## src/ltd_pkg.sv

```systemverilog
package ltd_pkg;

	// Upper bytes of the literal group.
	localparam logic [7:0]  OPB_ADD_LIT  = 8'h0F;
	localparam logic [7:0]  OPB_AND_LIT  = 8'h0B;
	localparam logic [7:0]  OPB_OR_LIT   = 8'h09;
	localparam logic [7:0]  OPB_MOVE_LIT = 8'h0E;
	localparam logic [7:0]  OPB_MUL_LIT  = 8'h0D;
	localparam logic [7:0]  OPB_RET_LIT  = 8'h0C;
	localparam logic [7:0]  OPB_SUB_LIT  = 8'h08;
	localparam logic [7:0]  OPB_XOR_LIT  = 8'h0A;

	// Prefixes of 6 to 13 bits for the remaining words.
	localparam logic [11:0] OPP_BANK_LIT = 12'h010;
	localparam logic [9:0]  OPP_PTR_W1   = 10'h3B8;
	localparam logic [7:0]  OPP_PTR_W2   = 8'hF0;
	localparam logic [12:0] OPP_TABLE    = 13'h0001;
	localparam logic [5:0]  OPP_ADD_FILE = 6'h09;

	// Field positions inside the instruction word.
	localparam int          FLD_DEST     = 9;
	localparam int          FLD_BANK     = 8;
	localparam int          FLD_TBL_WR   = 2;

	// Data memory addressing.
	localparam logic [7:0]  ACC_SPLIT    = 8'h60;
	localparam logic [7:0]  IDX_MAX      = 8'h5F;
	localparam logic [3:0]  ACC_HI_BANK  = 4'hF;
	localparam logic [3:0]  ACC_LO_BANK  = 4'h0;

	// Quarter-phase sequencing of one instruction cycle.
	localparam logic [1:0]  Q_DECODE     = 2'h0;
	localparam logic [1:0]  Q_READ       = 2'h1;
	localparam logic [1:0]  Q_PROCESS    = 2'h2;
	localparam logic [1:0]  Q_WRITE      = 2'h3;

	// Reset values.
	localparam logic [7:0]  RST_BYTE     = 8'h00;
	localparam logic [15:0] RST_WORD     = 16'h0000;

	// Arithmetic flags.
	typedef struct packed {
		logic n;
		logic ov;
		logic z;
		logic dc;
		logic c;
	} ltd_status_t;

	// Program-memory transfer request: direction and pointer mode.
	typedef struct packed {
		logic       write;
		logic [1:0] mode;
	} ltd_tbl_t;

	typedef enum logic [1:0] {
		ST_EXEC = 2'b00,
		ST_NOP  = 2'b01,
		ST_PTR2 = 2'b10
	} ltd_state_t;

endpackage
```

## src/ltd_literal_table_op_decoder.sv

```systemverilog
`timescale 1ns/1ps
// Summary of operation
// - add_literal_op adds literal to working_register, sets C, DC, Z, OV, N.
// - and_literal_op ANDs literal into working_register, sets only Z and N.
// - or_literal_op ORs literal into working_register, sets only Z and N.
// - load_pointer_literal_op: two words, 12-bit literal to chosen pointer.
// - load_bank_literal_op puts 4-bit literal into low bank-select bits.
// - load_work_literal_op loads literal into working_register, no flags.
// - multiply_literal_op gives unsigned product of literal and W, no flags.
// - return_with_literal_op returns, loads literal into W, two cycles.
// - subtract_from_literal_op computes literal minus W, sets all five flags.
// - xor_literal_op XORs literal into working_register, sets Z and N.
// - program_read_op takes two cycles, low bits pick pointer mode.
// - program_write_op takes two cycles, low bits pick pointer mode.
// - Read-modify-write of a port register uses live pin levels.
// - Writing back to first_timer_count clears its assigned prescaler.
// - A program counter change takes two cycles, second one a no-op.
// - A stray second word of a two-word instruction runs as a no-op.
// - add_work_to_file_op adds W to f, d picks destination, five flags.
// - Bank bit 0 picks access bank, 1 uses bank_select_register.
// - Bank bit 0, extended set, f at most 95 selects indexed mode.
module ltd_literal_table_op_decoder #(
	parameter logic [11:0] TIMER_ADDR = 12'hFFF
) (
	input  wire logic                 clk_sys_i,            // System clock.
	input  wire logic                 reset_i,              // Sync reset.
	input  wire logic [15:0]          instr_i,              // Fetched word.
	input  wire logic                 ext_set_i,            // Extended set.
	input  wire logic [7:0]           mem_rdata_i,          // Data read.
	input  wire logic                 addr_is_port_i,       // Port address.
	input  wire logic [7:0]           pin_level_i,          // Raw pins.
	input  wire logic                 prescaler_assigned_i, // To timer.
	output logic      [1:0]           phase_o,              // Quarter.
	output logic      [11:0]          mem_addr_o,           // Data address.
	output logic                      mem_indexed_o,        // Indexed mode.
	output logic                      mem_rd_o,             // Read strobe.
	output logic                      mem_we_o,             // Write strobe.
	output logic      [7:0]           mem_wdata_o,          // Write data.
	output logic      [7:0]           working_register_o,               // Working reg.
	output logic      [7:0]           bsr_o,                // Bank select.
	output ltd_pkg::ltd_status_t      status_o,             // Flags.
	output logic      [15:0]          prod_o,               // Product.
	output logic                      ptr_load_o,           // Pointer load.
	output logic      [1:0]           ptr_sel_o,            // Pointer pick.
	output logic      [11:0]          ptr_value_o,          // Pointer value.
	output logic                      tbl_req_o,            // Table access.
	output ltd_pkg::ltd_tbl_t         tbl_o,                // Table kind.
	output logic                      ret_o,                // Return pulse.
	output logic                      prescaler_clr_o,      // Clear pulse.
	output logic                      nop_cycle_o           // Forced no-op.
);

	ltd_pkg::ltd_state_t  state;
	ltd_pkg::ltd_state_t  next_state;
	logic [1:0]           q;
	logic [15:0]          ir;
	logic [7:0]           opnd;
	logic [7:0]           pin_s1;
	logic [7:0]           pin_s2;
	logic [5:0]           ptr_hi;
	ltd_pkg::ltd_status_t next_status;
	logic [7:0]           next_result;

	// The phase output is the quarter counter flop itself.
	assign phase_o = q;

	// Decode of the held word; only a fresh instruction cycle decodes.
	wire       exec     = (state == ltd_pkg::ST_EXEC);
	wire [7:0] lit      = ir[7:0];
	wire       dec_add  = exec && ir[15:8] == ltd_pkg::OPB_ADD_LIT;
	wire       dec_and  = exec && ir[15:8] == ltd_pkg::OPB_AND_LIT;
	wire       dec_or   = exec && ir[15:8] == ltd_pkg::OPB_OR_LIT;
	wire       dec_movl = exec && ir[15:8] == ltd_pkg::OPB_MOVE_LIT;
	wire       dec_mul  = exec && ir[15:8] == ltd_pkg::OPB_MUL_LIT;
	wire       dec_ret  = exec && ir[15:8] == ltd_pkg::OPB_RET_LIT;
	wire       dec_sub  = exec && ir[15:8] == ltd_pkg::OPB_SUB_LIT;
	wire       dec_xor  = exec && ir[15:8] == ltd_pkg::OPB_XOR_LIT;
	wire       dec_bank = exec && ir[15:4] == ltd_pkg::OPP_BANK_LIT;
	wire       dec_ptr1 = exec && ir[15:6] == ltd_pkg::OPP_PTR_W1;
	wire       dec_tbl  = exec && ir[15:3] == ltd_pkg::OPP_TABLE;
	wire       dec_addf = exec && ir[15:10] == ltd_pkg::OPP_ADD_FILE;
	wire       dest_f   = ir[ltd_pkg::FLD_DEST];
	wire       bank_bit = ir[ltd_pkg::FLD_BANK];

	// Operand address: access bank, banked, or indexed literal offset.
	wire        acc_low  = lit < ltd_pkg::ACC_SPLIT;
	wire        indexed  = !bank_bit && ext_set_i &&
	                       lit <= ltd_pkg::IDX_MAX;
	wire [3:0]  acc_bank = acc_low ? ltd_pkg::ACC_LO_BANK :
	                                 ltd_pkg::ACC_HI_BANK;
	wire [11:0] f_addr   = bank_bit ? {bsr_o[3:0], lit} :
	                                  {acc_bank, lit};

	// Adder and subtractor paths with nibble carries for the digit flag.
	wire [7:0]  add_b  = dec_addf ? opnd : lit;
	wire [8:0]  sum9   = {1'b0, working_register_o} + {1'b0, add_b};
	wire [4:0]  sum_lo = {1'b0, working_register_o[3:0]} + {1'b0, add_b[3:0]};
	wire [8:0]  dif9   = {1'b0, lit} + {1'b0, ~working_register_o} + 9'h001;
	wire [4:0]  dif_lo = {1'b0, lit[3:0]} + {1'b0, ~working_register_o[3:0]} + 5'h01;
	wire        add_ov = (working_register_o[7] == add_b[7]) && (sum9[7] != working_register_o[7]);
	wire        sub_ov = (lit[7] != working_register_o[7]) && (dif9[7] != lit[7]);
	wire        arith  = dec_add || dec_addf || dec_sub;
	wire        logic_op = dec_and || dec_or || dec_xor;

	// Result and flag selection for the process quarter.
	always_comb begin
		next_status = status_o;
		next_result = working_register_o;
		if (dec_add || dec_addf) begin
			next_result = sum9[7:0];
			next_status.c  = sum9[8];
			next_status.dc = sum_lo[4];
			next_status.ov = add_ov;
		end else if (dec_sub) begin
			next_result = dif9[7:0];
			next_status.c  = dif9[8];
			next_status.dc = dif_lo[4];
			next_status.ov = sub_ov;
		end else if (dec_and) begin
			next_result = working_register_o & lit;
		end else if (dec_or) begin
			next_result = working_register_o | lit;
		end else if (dec_xor) begin
			next_result = working_register_o ^ lit;
		end else if (dec_movl || dec_ret) begin
			next_result = lit;
		end
		if (arith || logic_op) begin
			next_status.z = (next_result == ltd_pkg::RST_BYTE);
			next_status.n = next_result[7];
		end
	end

	// Next sequencer state, taken at the end of each instruction cycle.
	always_comb begin
		case (state)
			ltd_pkg::ST_EXEC: begin
				if (dec_ret || dec_tbl) begin
					next_state = ltd_pkg::ST_NOP;
				end else if (dec_ptr1) begin
					next_state = ltd_pkg::ST_PTR2;
				end else begin
					next_state = ltd_pkg::ST_EXEC;
				end
			end
			default: next_state = ltd_pkg::ST_EXEC;
		endcase
	end

	// Quarter-phase counter, fetch and cycle sequencing.
	always_ff @(posedge clk_sys_i) begin
		if (reset_i) begin
			q           <= ltd_pkg::Q_DECODE;
			ir          <= ltd_pkg::RST_WORD;
			state       <= ltd_pkg::ST_EXEC;
			nop_cycle_o <= 1'b0;
		end else begin
			q <= q + 2'h1;
			if (q == ltd_pkg::Q_WRITE) begin
				ir          <= instr_i;   // Unmatched words decode as no-op.
				state       <= next_state;
				nop_cycle_o <= (next_state == ltd_pkg::ST_NOP);
			end
		end
	end

	// Pin levels come from outside the clock domain.
	always_ff @(posedge clk_sys_i) begin
		if (reset_i) begin
			pin_s1 <= ltd_pkg::RST_BYTE;
			pin_s2 <= ltd_pkg::RST_BYTE;
		end else begin
			pin_s1 <= pin_level_i;
			pin_s2 <= pin_s1;
		end
	end

	// Decode and read quarters: address out, operand captured.
	always_ff @(posedge clk_sys_i) begin
		if (reset_i) begin
			mem_addr_o    <= 12'h000;
			mem_indexed_o <= 1'b0;
			mem_rd_o      <= 1'b0;
			opnd          <= ltd_pkg::RST_BYTE;
		end else begin
			if (q == ltd_pkg::Q_DECODE) begin
				mem_addr_o    <= f_addr;
				mem_indexed_o <= dec_addf && indexed;
				mem_rd_o      <= dec_addf;
			end
			if (q == ltd_pkg::Q_READ) begin
				mem_rd_o <= 1'b0;
				opnd     <= addr_is_port_i ? pin_s2 : mem_rdata_i;
			end
		end
	end

	// Process quarter raises the strobes; they fall at the write edge.
	always_ff @(posedge clk_sys_i) begin
		if (reset_i) begin
			mem_we_o        <= 1'b0;
			mem_wdata_o     <= ltd_pkg::RST_BYTE;
			prescaler_clr_o <= 1'b0;
			ret_o           <= 1'b0;
			tbl_req_o       <= 1'b0;
			tbl_o           <= '0;
			ptr_load_o      <= 1'b0;
			ptr_sel_o       <= 2'h0;
			ptr_value_o     <= 12'h000;
			ptr_hi          <= 6'h00;
		end else if (q == ltd_pkg::Q_PROCESS) begin
			mem_we_o        <= dec_addf && dest_f;
			mem_wdata_o     <= next_result;
			prescaler_clr_o <= dec_addf && dest_f && prescaler_assigned_i &&
			                   mem_addr_o == TIMER_ADDR;
			ret_o           <= dec_ret;
			tbl_req_o       <= dec_tbl;
			tbl_o           <= {ir[ltd_pkg::FLD_TBL_WR], ir[1:0]};
			if (dec_ptr1) begin
				ptr_hi <= ir[5:0];
			end
			if (state == ltd_pkg::ST_PTR2) begin
				ptr_load_o  <= 1'b1;
				ptr_sel_o   <= ptr_hi[5:4];
				ptr_value_o <= {ptr_hi[3:0], ir[7:0]};
			end
		end else begin
			mem_we_o        <= 1'b0;
			prescaler_clr_o <= 1'b0;
			ret_o           <= 1'b0;
			tbl_req_o       <= 1'b0;
			ptr_load_o      <= 1'b0;
		end
	end

	// Write quarter commits working register, flags, bank and product.
	always_ff @(posedge clk_sys_i) begin
		if (reset_i) begin
			working_register_o   <= ltd_pkg::RST_BYTE;
			bsr_o    <= ltd_pkg::RST_BYTE;
			status_o <= '0;
			prod_o   <= ltd_pkg::RST_WORD;
		end else if (q == ltd_pkg::Q_WRITE) begin
			status_o <= next_status;
			if (!(dec_addf && dest_f)) begin
				working_register_o <= next_result;
			end
			if (dec_bank) begin
				bsr_o[3:0] <= lit[3:0];
			end
			if (dec_mul) begin
				prod_o <= 16'(working_register_o) * 16'(lit);
			end
		end
	end
endmodule

```

## config.mk

```make
export PLATFORM = sky130hd
export DESIGN_NAME = ltd_literal_table_op_decoder
export DESIGN_NICKNAME = d
export VERILOG_FILES = /design/src/ltd_pkg.sv /design/src/ltd_literal_table_op_decoder.sv
export SDC_FILE = /design/constraint.sdc
export NUM_CORES = 1
export LEC_CHECK = 0
export BUFFER_PORTS_ARGS = -buffer_cell sky130_fd_sc_hd__buf_2
export CAP_MARGIN = 15
export CORE_UTILIZATION = 55
export DETAILED_ROUTE_END_ITERATION = 10
export PLACE_DENSITY = 0.79
export SETUP_SLACK_MARGIN = 0.2
export SLEW_MARGIN = 25
export SYNTH_ARGS = -nofsm -noshare
export SYNTH_HDL_FRONTEND = slang
export SYNTH_SLANG_ARGS = --single-unit
```

## constraint.sdc

```tcl
create_clock -name clk_sys_i -period 9.8 [get_ports clk_sys_i]
set_input_delay 1.96 -clock clk_sys_i [delete_from_list [all_inputs] [get_ports clk_sys_i]]
set_output_delay 1.96 -clock clk_sys_i [all_outputs]
set_load 0.02 [all_outputs]
```

==> summary.txt <==
CTS
  • Clock Latency Late Sink: 430 ps
  • CTS tree: done
  • H-Tree Depth: 4
  • Hold Buf Count CTS: 0
  • Clk root buf: clkbuf_16
  • CTS resizes: 0
  • CTS buffer count: 17
  • Clk sinks: 127
  • Maximum clock path buffer count: 2
  • CTS clk-pin slew, worst paths: 60 ps
  • Post-CTS Setup Bufs: 0

Critical path
  • Worst EP arrival: 5390 ps
  • Crit path depth: 14
  • R2R depth: 14
  • Critical Path End Type: flop
  • Top Family by Delay on Critical Path: adder cells
  • CP bufs+invs: 3
  • CP Cell Sequence: clkinv_1 -> nor2_1 -> fa_1 -> inv_1 -> fa_1 -> fa_1 -> inv_1 -> fa_1 -> ha_1 -> a21oi_1 -> a21oi_1 -> o31ai_1 -> xnor2_1 -> a211oi_1
  • Cell at the slowest stage of the critical path: dfxtp_1
  • Crit path kind: flop to flop
  • Crit path required time: 10130 ps
  • Worst Setup Start Kind: flop
  • Max stage delay on crit path: 710 ps
  • Cell mode on critical path: fa_1
  • Max Fanout on Critical Path: 11

Drt
  • Via count: 7308
  • Routed vias/inst: 5.83
  • Post-route ant nets: 0
  • Starting DRT DRC Count: 593
  • Drt first pass iters: 9
  • Routed WL: 22.4 mm
  • DR WL/cell: 17.9 um
  • DRC viols: 14

STA
  • Worst clock skew: 11.5 ps
  • Worst setup margin: 4740 ps
  • FMAX: 198 MHz
  • Final period util: 51.6%
  • Max transition margin: 26.5%
  • Final Max Tran Viols: 0
  • Unrepaired setup endpoints after global routing: false
  • Endpoints failing setup: 0
  • Worst Tran Pin Value: 1100 ps
  • Clock period minus worst slack: 5060 ps
  • Final Hold Viols: 0
  • Setup TNS: 0 ps

Logic synthesis
  • Leading area contributor after synthesis: dfxtp_1
  • Post-synthesis mux area share: 6.02%
  • Post-synth top cells: nor2_1 (146), dfxtp_1 (127), nand2_1 (97), inv_1 (79), ha_1 (72)
  • Main flop type after synthesis: dfxtp_1
  • Top-count cell post-synth: nor2_1
  • Register area share after synthesis: 30.6%
  • Synth Area in Compound Gates: 14.0%
  • Adder-Cell Fraction of Synth Area: 20.0%
  • Synth Cell Area: 8320 um2
  • Synth top area cells: dfxtp_1 (31%), ha_1 (11%), fa_1 (9.1%)
  • Synth Instances: 969
  • Yosys warning count: 0
  • Avg Synthesized Cell Area: 8.59 um2
  • Post-synth EDFFs: 0
  • Async SR Flop Fraction: 0%
  • Largest family of logic cells by synthesized area: simple AND/OR/NAND/NOR gates
  • FF+latch count, synth: 127
  • Synth top area share: 30.6%
  • Unique masters post-synth: 74
  • Simple-gate area share of the yosys netlist: 20.0%
  • Synth Area in XOR/XNOR: 1.89%

Run status
  • Outcome: complete, but fails checks
  • Failing checks: DRC

Global route
  • Initial antenna violation count: 0
  • First-pass GRT wire length: 36.9 mm
  • Pin count of the biggest net entering global routing: 101
  • Vias in the first global route: 7109
  • Overflow after GRT: 0
  • Gr usage total: 30.0%

Cells and area
  • Fillcell total: 1246
  • Layout Nets: 1203
  • Antenna cell count: 0
  • Area Growth Syn to Fin: 13.6%
  • Share of cells above drive strength 1: 15.6%
  • Final core utilization: 64.5%

Placed design
  • Post-DP HPWL: 16.0 mm
  • Placement Setup Slack: 4900 ps
  • Port bufs: 116
  • Final Wtd Congestion: 0.937

Power
  • Maximum VDD drop: 0.000150 V
  • Pleak: 4.23 nW
  • Power Density: 140 nW/um2

Die
  • Initial Util: 56.8%
  • Placeable Area: 14600 um2
  • Die X: 125 um
  • # rows: 44
  • Die area: 15600 um2
  • I/O pin count: 121
  • Die Y-Extent: 125 um

Hold path
  • Hold crit path type: flop to flop
  • Hold path cells: 1

Flow run
  • Max-cap viol count: 0
==> placed cells by master (no fill, tap or decap), drive strengths merged, types with 7 or more instances in the layout <==
cell type / count
nor3: 21
fa: 38
a21oi: 57
clkinv: 12
nand3: 11
o21ai: 14
mux2i: 50
o211ai: 7
buf: 119
nand2: 98
clkbuf: 18
a211oi: 27
nor2: 148
inv: 83
dfxtp: 127
nor2b: 26
nand2b: 7
xnor2: 13
ha: 72
o21a: 7
==> logic make-up (layout without fill, tap and decap cells) <==
family / count (synthesis) / count (layout)
simple gates: 355 / 355
compound gates: 170 / 170
buf+inv: 138 / 235
flops: 127 / 127
fa+ha+maj: 110 / 110
mux: 50 / 50
xor+xnor: 18 / 18
other cells: 1 / 4
==> per-stage QoR <==
stage	std cells	total power, mW	hold slack [ps]	cell area, um2
3_3_place_gp	1221	0.698	415	8860
6_report	1253	1.33	435	9450
4_1_cts	1253	1.33	437	9450
5_1_grt	1253	1.37	455	9450
3_5_place_dp	1221	0.701	423	8860
2_1_floorplan	972	0.664	414	8330
==> flip-flops by register name, indices dropped and copies added (netlist names), 2 cells and up <==
register	cells
ir	16
prod_o	16
mem_addr_o	12
ptr_value_o	12
mem_wdata_o	8
opnd	8
pin_s1	8
pin_s2	8
working_register_o	8
ptr_hi	6
status_o	5
bsr_o	4
tbl_o	3
phase_o	2
ptr_sel_o	2
state	2
==> layout make-up <==
| type | instances | area, um2 | area share (%) |
|---|---|---|---|
| Sequential cell | 127 | 2540 | 26.9 |
| Tap cell | 184 | 230 | 2.44 |
| Clock inverter | 14 | 159 | 1.68 |
| Inverter | 84 | 315 | 3.34 |
| Timing Repair Buffer | 119 | 606 | 6.41 |
| Clock buffer | 18 | 429 | 4.54 |
| Multi-Input combinational cell | 707 | 5170 | 54.7 |
==> routing by layer <==
metal | share of wire (%) | global-route usage (%) | vias to the layer above
li1 | - | - | 3459
met1 | 44 | 40.7 | 3471
met2 | 45 | 47.2 | 333
met3 | 7.8 | 6.20 | 45
met4 | 2.4 | 11.7 | 0
met5 | 0 | 0 | -
==> worst reg2reg max path, cell delays in order (launching register included) <==
cell and delay (ps):
dfxtp_1 710, clkinv_1 510, nor2_1 260, fa_1 440
inv_1 80, fa_1 450, fa_1 550, inv_1 60
fa_1 480, ha_1 390, a21oi_1 230, a21oi_1 130
o31ai_1 320, xnor2_1 120, a211oi_1 250
==> where the power goes <==
part / internal, mW / switching (mW)
Sequential: 0.531 / 0.0191
Clock: 0.379 / 0.254
Combinational: 0.0562 / 0.0883
Total: 0.966 / 0.361
==> path summary, 6_finish.rpt <==
| check | start | to | slack, ps |
|---|---|---|---|
| setup / recovery | ir[3] | prod_o[15] | 4740 |
| hold / removal | pin_s1[4] | pin_s2[4] | 440 |
| setup reg to reg | ir[3] | prod_o[15] | 4740 |
| hold reg to reg | pin_s1[4] | pin_s2[4] | 440 |
No activity file was read; power rests on OpenSTA's default activity.
